File: config.mk
export PLATFORM = sky130hd
export DESIGN_NAME = rbf_span_fill
export DESIGN_NICKNAME = d
export VERILOG_FILES = /design/src/verilog/rbf_pkg.sv /design/src/verilog/rbf_span_fill.sv /design/src/verilog/rbf_mask_fmt.sv /design/src/verilog/rbf_span_gen.sv
export VERILOG_INCLUDE_DIRS = /design/src /design/src/verilog
export SDC_FILE = /design/constraint.sdc
export NUM_CORES = 1
export LEC_CHECK = 0
export BUFFER_PORTS_ARGS = -buffer_cell sky130_fd_sc_hd__buf_4
export CORE_MARGIN = 2
export CORE_UTILIZATION = 50
export DETAILED_ROUTE_END_ITERATION = 12
export GPL_ROUTABILITY_DRIVEN = 0
export PLACE_DENSITY_LB_ADDON = 0.25
export SETUP_SLACK_MARGIN = 0.15
export SLEW_MARGIN = 20
export SYNTH_ARGS = -nofsm -noshare
export SYNTH_HDL_FRONTEND = slang
export SYNTH_SLANG_ARGS = --single-unit
File: constraint.sdc
create_clock -name i_clk -period 4.98 [get_ports i_clk]
set_input_delay 0 -clock i_clk [delete_from_list [all_inputs] [get_ports i_clk]]
set_output_delay 0 -clock i_clk [all_outputs]
set_load 0.05 [all_outputs]
File: src/verilog/rbf_map.svh
`ifndef RBF_MAP_SVH
`define RBF_MAP_SVH
// ----------------------------------------------------------------------
// Register byte offsets
// ----------------------------------------------------------------------
`define RBF_REG_MODE 6'h00
`define RBF_REG_DEPTH 6'h04
`define RBF_REG_LEGACY 6'h08
`define RBF_REG_FBCFG 6'h0c
`define RBF_REG_STARTX 6'h10
`define RBF_REG_SIZE 6'h14
`define RBF_REG_DRAW 6'h18
`define RBF_REG_MASK 6'h1c
`define RBF_REG_STATUS 6'h20
// ----------------------------------------------------------------------
// Field positions
// ----------------------------------------------------------------------
`define RBF_MODE_REORDER 1:0
`define RBF_MODE_MIRROR 2
`define RBF_MODE_INVERT 3
`define RBF_MODE_DISCARD 4
`define RBF_MODE_OFFSET 9:5
`define RBF_MODE_BITS 9:0
`define RBF_DRAW_SYNC 0
`define RBF_DRAW_FILL 1
`define RBF_DRAW_SUBPIX 2
`define RBF_DRAW_AA 3
`define RBF_SIZE_W 15:0
`define RBF_SIZE_H 31:16
`define RBF_X_INT 31:16
`define RBF_X_FRAC 15:0
// ----------------------------------------------------------------------
// Constants
// ----------------------------------------------------------------------
`define RBF_SPAN_PIXELS 16'h0020
`define RBF_LAST_BIT 5'h1f
`define RBF_HALF_PIXEL 16'h8000
`define RBF_DEPTH_RSVD 2'h3
`endif

File: src/verilog/rbf_pkg.sv
package rbf_pkg;
	typedef enum logic [1:0]
	{
		RBF_DEPTH_32 = 2'h0,
		RBF_DEPTH_16 = 2'h1,
		RBF_DEPTH_8 = 2'h2
	} rbf_depth_t;

	// Gray codes along idle, wait, emit.
	typedef enum logic [1:0]
	{
		RBF_IDLE = 2'h0,
		RBF_WAIT = 2'h1,
		RBF_EMIT = 2'h3
	} rbf_state_t;

	typedef struct packed
	{
		logic [9:0] mode;
		rbf_depth_t depth;
		rbf_depth_t depth_act;
		logic [31:0] fbcfg;
		logic [31:0] startx;
		logic [15:0] width;
		logic [15:0] height;
		logic [3:0] cmd;
		rbf_state_t state;
		logic [31:0] word;
		logic word_valid;
		logic [4:0] idx;
		logic [15:0] col;
		logic [15:0] row;
		logic rd_pend;
		logic [31:0] rdata;
		logic out_valid;
		logic out_block;
		logic [15:0] out_x;
		logic [15:0] out_y;
		logic [31:0] out_mask;
		logic [15:0] out_adj;
	} rbf_regs_t;
endpackage

File: src/verilog/rbf_span_fill.sv
// Chosen here: the Avalon-MM interface to the registers and the register offsets.
`timescale 1ns/100ps
`default_nettype none
`include "rbf_map.svh"
module rbf_span_fill
#(
	parameter int FRAC_BITS = 16
)
(
	input wire logic i_clk,
	input wire logic i_reset_n,
	input wire logic i_ce,
	input wire logic [5:0] i_avs_address,
	input wire logic i_avs_read,
	input wire logic i_avs_write,
	input wire logic [31:0] i_avs_writedata,
	input wire logic [3:0] i_avs_byteenable,
	output logic [31:0] o_avs_readdata,
	output logic o_avs_waitrequest,
	input wire logic i_frag_ready,
	output logic o_frag_valid,
	output logic o_frag_block,
	output logic [15:0] o_frag_x,
	output logic [15:0] o_frag_y,
	output logic [31:0] o_frag_mask,
	output logic [15:0] o_frag_centre_adj,
	output rbf_pkg::rbf_depth_t o_pixel_depth,
	output logic o_busy
);
	import rbf_pkg::*;

	initial
	begin
		if (FRAC_BITS != 16)
		begin
			$error("Rasterizer carries exactly 16 fraction bits");
		end
	end

	rbf_regs_t cur_ff;
	rbf_regs_t nxt_ff;
	logic [31:0] fmt_word;
	logic [31:0] span_mask;
	logic span_last;
	logic [31:0] wr_val;
	logic wr_block;
	logic wr_ok;
	logic sync_on;
	logic can_go;
	logic last_col;
	logic last_row;

	// ------------------------------------------------------------------
	// Helpers
	// ------------------------------------------------------------------
	// Byte enables merge a write into the old register contents.
	function automatic logic [31:0] be_merge(input logic [31:0] old_v, input logic [31:0] new_v,
		input logic [3:0] be);
		logic [31:0] res;
		res = old_v;
		for (int b = 0; b < 4; b++)
		begin
			if (be[b])
			begin
				res[b*8 +: 8] = new_v[b*8 +: 8];
			end
		end
		return res;
	endfunction

	// ------------------------------------------------------------------
	// Submodules
	// ------------------------------------------------------------------
	rbf_mask_fmt u_fmt
	(
		.i_word(wr_val),
		.i_reorder(cur_ff.mode[`RBF_MODE_REORDER]),
		.i_mirror(cur_ff.mode[`RBF_MODE_MIRROR]),
		.i_invert(cur_ff.mode[`RBF_MODE_INVERT]),
		.o_word(fmt_word)
	);

	rbf_span_gen #(.SPAN(32)) u_span
	(
		.i_remain(16'(cur_ff.width - cur_ff.col)),
		.o_mask(span_mask),
		.o_last(span_last)
	);

	// ------------------------------------------------------------------
	// Bus handshake
	// ------------------------------------------------------------------
	// A draw command waits for the engine to go idle so that core writes keep
	// their order; a mask word waits while the previous one is still unused.
	always_comb
	begin
		wr_val = be_merge(32'h0000_0000, i_avs_writedata, i_avs_byteenable);
		wr_block = 1'b0;
		if (i_avs_address == `RBF_REG_DRAW)
		begin
			wr_block = (cur_ff.state != RBF_IDLE);
		end
		if (i_avs_address == `RBF_REG_MASK)
		begin
			wr_block = cur_ff.word_valid;
		end
		o_avs_waitrequest = !i_ce || (i_avs_read && !cur_ff.rd_pend) || (i_avs_write && wr_block);
		wr_ok = i_ce && i_avs_write && !wr_block;
	end

	assign o_avs_readdata = cur_ff.rdata;
	assign o_frag_valid = cur_ff.out_valid;
	assign o_frag_block = cur_ff.out_block;
	assign o_frag_x = cur_ff.out_x;
	assign o_frag_y = cur_ff.out_y;
	assign o_frag_mask = cur_ff.out_mask;
	assign o_frag_centre_adj = cur_ff.out_adj;
	assign o_pixel_depth = cur_ff.depth_act;
	assign o_busy = (cur_ff.state != RBF_IDLE);

	assign sync_on = cur_ff.cmd[`RBF_DRAW_SYNC];
	assign can_go = (!cur_ff.out_valid || i_frag_ready) && (!sync_on || cur_ff.word_valid);
	assign last_col = (cur_ff.col == 16'(cur_ff.width - 16'h0001));
	assign last_row = (cur_ff.row == 16'(cur_ff.height - 16'h0001));

	// ------------------------------------------------------------------
	// Next state: registers, engine and read path
	// ------------------------------------------------------------------
	always_comb
	begin
		nxt_ff = cur_ff;
		// A taken fragment leaves the output unless a new one replaces it.
		if (cur_ff.out_valid && i_frag_ready)
		begin
			nxt_ff.out_valid = 1'b0;
		end
		// Engine.
		unique case (cur_ff.state)
			RBF_IDLE:
			begin
				nxt_ff.state = RBF_IDLE;
			end
			RBF_WAIT:
			begin
				if (cur_ff.word_valid)
				begin
					nxt_ff.state = RBF_EMIT;
				end
			end
			RBF_EMIT:
			begin
				if (sync_on && !cur_ff.word_valid)
				begin
					nxt_ff.state = RBF_WAIT;
				end
				else if (can_go && cur_ff.cmd[`RBF_DRAW_FILL])
				begin
					// One block access per span of up to 32 pixels.
					nxt_ff.out_valid = 1'b1;
					nxt_ff.out_block = 1'b1;
					nxt_ff.out_x = 16'(cur_ff.startx[`RBF_X_INT] + cur_ff.col);
					nxt_ff.out_y = cur_ff.row;
					nxt_ff.out_adj = 16'h0000;
					nxt_ff.out_mask = sync_on ? (span_mask & cur_ff.word) : span_mask;
					nxt_ff.word_valid = 1'b0;
					if (span_last)
					begin
						nxt_ff.col = 16'h0000;
						nxt_ff.row = 16'(cur_ff.row + 16'h0001);
						if (last_row)
						begin
							nxt_ff.state = RBF_IDLE;
						end
					end
					else
					begin
						nxt_ff.col = 16'(cur_ff.col + `RBF_SPAN_PIXELS);
					end
				end
				else if (can_go)
				begin
					// Single fragment; the stored word is already formatted.
					if (!sync_on || cur_ff.word[cur_ff.idx])
					begin
						nxt_ff.out_valid = 1'b1;
						nxt_ff.out_block = 1'b0;
						nxt_ff.out_x = 16'(cur_ff.startx[`RBF_X_INT] + cur_ff.col);
						nxt_ff.out_y = cur_ff.row;
						nxt_ff.out_mask = 32'h0000_0001;
						// Offset from the edge's subpixel start to the pixel centre.
						nxt_ff.out_adj = (cur_ff.cmd[`RBF_DRAW_SUBPIX] && !cur_ff.cmd[`RBF_DRAW_AA])
							? 16'(`RBF_HALF_PIXEL - cur_ff.startx[`RBF_X_FRAC]) : 16'h0000;
					end
					nxt_ff.idx = 5'(cur_ff.idx + 5'h01);
					if (cur_ff.idx == `RBF_LAST_BIT)
					begin
						nxt_ff.word_valid = 1'b0;
					end
					if (last_col)
					begin
						nxt_ff.col = 16'h0000;
						nxt_ff.row = 16'(cur_ff.row + 16'h0001);
						if (last_row)
						begin
							nxt_ff.state = RBF_IDLE;
							nxt_ff.word_valid = 1'b0;
						end
						else if (cur_ff.mode[`RBF_MODE_DISCARD])
						begin
							nxt_ff.word_valid = 1'b0;
							nxt_ff.idx = cur_ff.mode[`RBF_MODE_OFFSET];
						end
					end
					else
					begin
						nxt_ff.col = 16'(cur_ff.col + 16'h0001);
					end
				end
			end
			default:
			begin
				nxt_ff.state = RBF_IDLE;
			end
		endcase
		// Register writes.
		if (wr_ok)
		begin
			unique case (i_avs_address)
				`RBF_REG_MODE:
				begin
					nxt_ff.mode = 10'(be_merge(32'(cur_ff.mode), i_avs_writedata, i_avs_byteenable));
				end
				`RBF_REG_DEPTH:
				begin
					// Takes effect at the next draw, so a running draw is untouched.
					if (wr_val[1:0] != `RBF_DEPTH_RSVD)
					begin
						nxt_ff.depth = rbf_depth_t'(wr_val[1:0]);
					end
				end
				`RBF_REG_FBCFG:
				begin
					// Legacy fill width is kept for readback and drives nothing.
					nxt_ff.fbcfg = be_merge(cur_ff.fbcfg, i_avs_writedata, i_avs_byteenable);
				end
				`RBF_REG_STARTX:
				begin
					nxt_ff.startx = be_merge(cur_ff.startx, i_avs_writedata, i_avs_byteenable);
				end
				`RBF_REG_SIZE:
				begin
					nxt_ff.width = wr_val[`RBF_SIZE_W];
					nxt_ff.height = wr_val[`RBF_SIZE_H];
				end
				`RBF_REG_DRAW:
				begin
					// Only the low flags are kept; the legacy fill step is dropped.
					nxt_ff.cmd = wr_val[3:0];
					nxt_ff.depth_act = cur_ff.depth;
					nxt_ff.col = 16'h0000;
					nxt_ff.row = 16'h0000;
					nxt_ff.word_valid = 1'b0;
					nxt_ff.idx = cur_ff.mode[`RBF_MODE_DISCARD] ? cur_ff.mode[`RBF_MODE_OFFSET] : 5'h00;
					if ((cur_ff.width != 16'h0000) && (cur_ff.height != 16'h0000))
					begin
						nxt_ff.state = wr_val[`RBF_DRAW_SYNC] ? RBF_WAIT : RBF_EMIT;
					end
				end
				`RBF_REG_MASK:
				begin
					// Words arriving with no synced draw running are dropped.
					if ((cur_ff.state != RBF_IDLE) && sync_on)
					begin
						nxt_ff.word = fmt_word;
						nxt_ff.word_valid = 1'b1;
					end
				end
				default:
				begin
					nxt_ff.cmd = cur_ff.cmd;
				end
			endcase
		end
		// Reads take one wait cycle so read data comes from a flip-flop.
		nxt_ff.rd_pend = i_ce && i_avs_read && !cur_ff.rd_pend;
		if (i_avs_read && !cur_ff.rd_pend)
		begin
			unique case (i_avs_address)
				`RBF_REG_MODE: nxt_ff.rdata = 32'(cur_ff.mode);
				`RBF_REG_DEPTH: nxt_ff.rdata = 32'(cur_ff.depth);
				`RBF_REG_LEGACY: nxt_ff.rdata = 32'(cur_ff.depth);
				`RBF_REG_FBCFG: nxt_ff.rdata = cur_ff.fbcfg;
				`RBF_REG_STARTX: nxt_ff.rdata = cur_ff.startx;
				`RBF_REG_SIZE: nxt_ff.rdata = {cur_ff.height, cur_ff.width};
				`RBF_REG_DRAW: nxt_ff.rdata = 32'(cur_ff.cmd);
				`RBF_REG_STATUS: nxt_ff.rdata = {28'h0000000, cur_ff.word_valid,
					cur_ff.state == RBF_WAIT, cur_ff.state != RBF_IDLE, cur_ff.out_valid};
				default: nxt_ff.rdata = 32'h0000_0000;
			endcase
		end
	end

	// ------------------------------------------------------------------
	// State register
	// ------------------------------------------------------------------
	always_ff @(posedge i_clk)
	begin
		if (!i_reset_n)
		begin
			cur_ff <= '0;
		end
		else if (i_ce)
		begin
			cur_ff <= nxt_ff;
		end
	end
endmodule
`default_nettype wire

File: src/verilog/rbf_mask_fmt.sv
`timescale 1ns/100ps
`default_nettype none
module rbf_mask_fmt
(
	input wire logic [31:0] i_word,
	input wire logic [1:0] i_reorder,
	input wire logic i_mirror,
	input wire logic i_invert,
	output logic [31:0] o_word
);
	import rbf_pkg::*;

	logic [31:0] swapped;
	logic [31:0] mirrored;

	// ------------------------------------------------------------------
	// Byte reorder, mirror and sense inversion of a written mask word
	// ------------------------------------------------------------------
	// Folding the mirror into the stored word lets the engine always walk up.
	always_comb
	begin
		unique case (i_reorder)
			2'h0: swapped = i_word;
			2'h1: swapped = {i_word[23:16], i_word[31:24], i_word[7:0], i_word[15:8]};
			2'h2: swapped = {i_word[15:0], i_word[31:16]};
			2'h3: swapped = {i_word[7:0], i_word[15:8], i_word[23:16], i_word[31:24]};
		endcase
		for (int i = 0; i < 32; i++)
		begin
			mirrored[i] = i_mirror ? swapped[31 - i] : swapped[i];
		end
		o_word = i_invert ? ~mirrored : mirrored;
	end
endmodule
`default_nettype wire

File: src/verilog/rbf_span_gen.sv
`timescale 1ns/100ps
`default_nettype none
`include "rbf_map.svh"
module rbf_span_gen
#(
	parameter int SPAN = 32
)
(
	input wire logic [15:0] i_remain,
	output logic [SPAN-1:0] o_mask,
	output logic o_last
)
;
	import rbf_pkg::*;

	initial
	begin
		if (SPAN != 32)
		begin
			$error("Span width must be 32 pixels");
		end
	end

	// ------------------------------------------------------------------
	// Span coverage from pixels left on the scanline
	// ------------------------------------------------------------------
	// Bit 0 is the leftmost pixel; a short tail keeps only its low bits.
	generate
		for (genvar g = 0; g < SPAN; g++)
		begin : g_bit
			assign o_mask[g] = (i_remain > 16'(g));
		end
	endgenerate

	// One span covers the rest of the line when 32 or fewer remain.
	assign o_last = (i_remain <= `RBF_SPAN_PIXELS);
endmodule
`default_nettype wire

==> reports/results.txt <==
Outcome: completed
FFs w/ async S/R, synth: 0
Worst path arrival time: 4.77 ns
Tot Pwr: 5.42 mW
Final ANT Viol Nets: 0
Worst min-delay path class: in2reg
Synthesized area: 18400 um2
Net total in the final layout: 2337
Via/cell ratio: 6.16
Largest net degree at the start of global routing: 132
Net count of the mapped netlist: 2350
Multi-input gate area: 10800 um2
Layout cells sized above 1: 0.125
Clock slew seen by the registers of the worst setup and hold paths: 0.06 ns
Tightest Pin Transition: 1.17 ns
Worst-Skew Late Latency: 0.54 ns
Area Overhead vs Synth: 11.0%
Most common cell after layout, fill and taps aside: nand2_1
Final setup fails: 0
CTS buffer count: 34
Total Die Area: 38400 um2
Final Hold Violating Endpoints: 0
Grt total ovfl: 0
Worst-path fanout max: 9
Critical path data required time: 5.37 ns
Die width: 196 um
Vias: 16900
Final WL: 58900 um
Hold slack: 0.0433 ns
Synth Flop Type: dfxtp_1
Crit Path Category: reg2reg
Pwr Density: 265 nW/um2
Final min period: 4.38 ns
CP Launch Type: flip-flop
Final Cycle Share: 0.879
Avg WL per Cell: 21.5 um
Setup TNS: 0 ns
First-pass GRT wire length: 90400 um
Residual DRC: 0
Number of global-route vias before repair: 15700
Clock Sinks: 301
Max-Cap Viols: 0
Syn_area_per_cell: 8.14 um2
Htree depth: 2
Max-slew violation count: 0
RSZ-0062 raised after global routing: false
P_leak: 8.07 nW
FILL cells: 3303
Setup crit start: cur_ff[207]$_SDFFE_PN0P_
Clock root buffer: clkbuf_16
Initial antenna violation count: 1
Seq/Total Area, Yosys: 0.327
Number of different library cells in the post-synthesis netlist: 82
Synth Instances: 2262
Starting density of the core: 0.505
Register area: 6030 um2
Worst VDD drop: 198 uV
Core ar.: 36400 um2
Seq cells post-synth: 301
Synth Warn #: 0
CTS tree: yes
EDFF count, synth: 0
Fmax: 0.229 GHz
Slew HR: 0.215
Pre-antenna DRT Iters: 6
GRT Util Overall: 0.299
First-iteration detailed-routing DRC count: 1784
IO Pins: 166
PortBufs: 165
Rows: 70
Worst Skew: 0.0284 ns
Worst hold path startpoint: i_reset_n
Crit. End Element: flip-flop
Detailed placement HPWL: 43500 um
Clock buffer depth: 3
Most frequent cells in the layout: nand2_1, dfxtp_1, buf_4
Die H: 196 um
FF-to-FF Start: cur_ff[207]$_SDFFE_PN0P_
[registers in the layout, indices dropped and copies added, names as in the netlist]
| register | count |
|---|---|
| cur_ff | 185 |
| o_avs_readdata | 32 |
| o_frag_mask | 32 |
| o_frag_centre_adj | 16 |
| o_frag_x | 16 |
| o_frag_y | 16 |
| o_pixel_depth | 2 |
| o_frag_block | 1 |
| o_frag_valid | 1 |
[repair_timing]
item | in CTS | in global routing
hold endpoints to repair | 122 | 0
setup endpoints to repair | 0 | 1
hold buffers | 40 | 0
buffers inserted | 0 | 0
gates resized for setup | 0 | 1
[metal layers]
metal	vias up	wire, um	global-route usage
met2	789	25900	0.468
met4	0	2580	0.127
met1	8037	25200	0.407
met3	142	5110	0.0535
li1	7914	-	-
met5	-	0	0
[metrics by stage]
| stage | worst slack (ns) | instance area, um2 | utilization | std cells |
|---|---|---|---|---|
| floorplan | 1.04 | 18400 | - | 2262 |
| global placement | 0.796 | 18900 | 0.520 | 2641 |
| detailed placement | 0.637 | 19000 | 0.520 | 2641 |
| CTS | 0.618 | 20400 | 0.561 | 2741 |
| global route | 0.337 | 20400 | 0.561 | 2742 |
| finish | 0.604 | 20400 | 0.561 | 2742 |
[power by group]
group | switching, mW | internal [mW] | total (mW)
combinational | 0.330 | 0.182 | 0.512
clock | 1.06 | 1.41 | 2.47
sequential | 0.0139 | 2.42 | 2.44
[synthesized netlist by cell type (all sizes together) (10+ instances only)]
library cell  number  area share
a21boi           101       0.041
a21o              23      0.0094
a21oi             64       0.017
a222oi            30       0.016
a22oi             31       0.013
a31oi             16      0.0054
and2              71       0.024
and3              14      0.0048
buf              137       0.052
clkbuf           138       0.028
dfxtp            301        0.33
ha                38       0.026
inv               36      0.0073
mux2i            107       0.058
mux4              10       0.012
nand2            342       0.070
nand2b            14      0.0048
nand3            109       0.030
nand4             14      0.0048
nor2              62       0.013
nor2b             75       0.025
nor3              29      0.0079
nor4              13      0.0048
o211a             27       0.015
o211ai            11      0.0052
o21a              11      0.0045
o21ai            157       0.043
o31ai             15      0.0061
or2               10      0.0034
or3               19      0.0065
or4               12      0.0053
xnor2             56       0.027
xor2              60       0.029
[critical path, cell delays in order, from the launching register on]
cell	delay, ns
dfxtp_1	0.36
inv_1	0.11
ha_1	0.17
inv_1	0.07
fa_1	0.46
a211oi_1	0.36
o21ai_0	0.26
a41o_1	0.33
a221oi_1	0.32
xor2_1	0.19
nand3_1	0.14
nor4_2	0.45
buf_4	0.27
nor2_1	0.14
o311ai_0	0.46
o211ai_1	0.15
[kinds of logic (layout without fill, tap and decap cells)]
| logic type | count (synthesis) | count (layout) | synth area share |
|---|---|---|---|
| AO/OA/AOI/OAI | 571 | 571 | 0.216 |
| buffers and inverters | 311 | 322 | 0.0879 |
| AND/OR/NAND/NOR | 804 | 804 | 0.214 |
| other | 0 | 1 | 0 |
| XOR/XNOR | 116 | 116 | 0.0552 |
| adder cells (fa/ha/maj) | 40 | 40 | 0.0280 |
| multiplexers | 119 | 119 | 0.0716 |
| flip-flops | 301 | 301 | 0.327 |
[final cells by class]
class                           instances  area share
Clock buffer                           49      0.0473
Multi-Input combinational cell       1650       0.529
Sequential cell                       301       0.295
Tap cell                              468      0.0286
Inverter                               36     0.00661
Antenna cell                            1    0.000122
Clock inverter                         11     0.00526
Timing Repair Buffer                  226      0.0883
[path summary, 6_finish.rpt]
check / cells past startpoint / endpoint / slack, ns
setup / recovery: 15 / cur_ff[135]$_SDFFE_PN0P_ / 0.60
setup reg to reg: 15 / cur_ff[135]$_SDFFE_PN0P_ / 0.60
hold reg to reg: 2 / o_frag_mask[11]$_SDFFE_PN0P_ / 0.45
hold / removal: 2 / o_frag_x[2]$_SDFFE_PN0P_ / 0.04
Note: power is estimated with default switching activity, not from simulation.
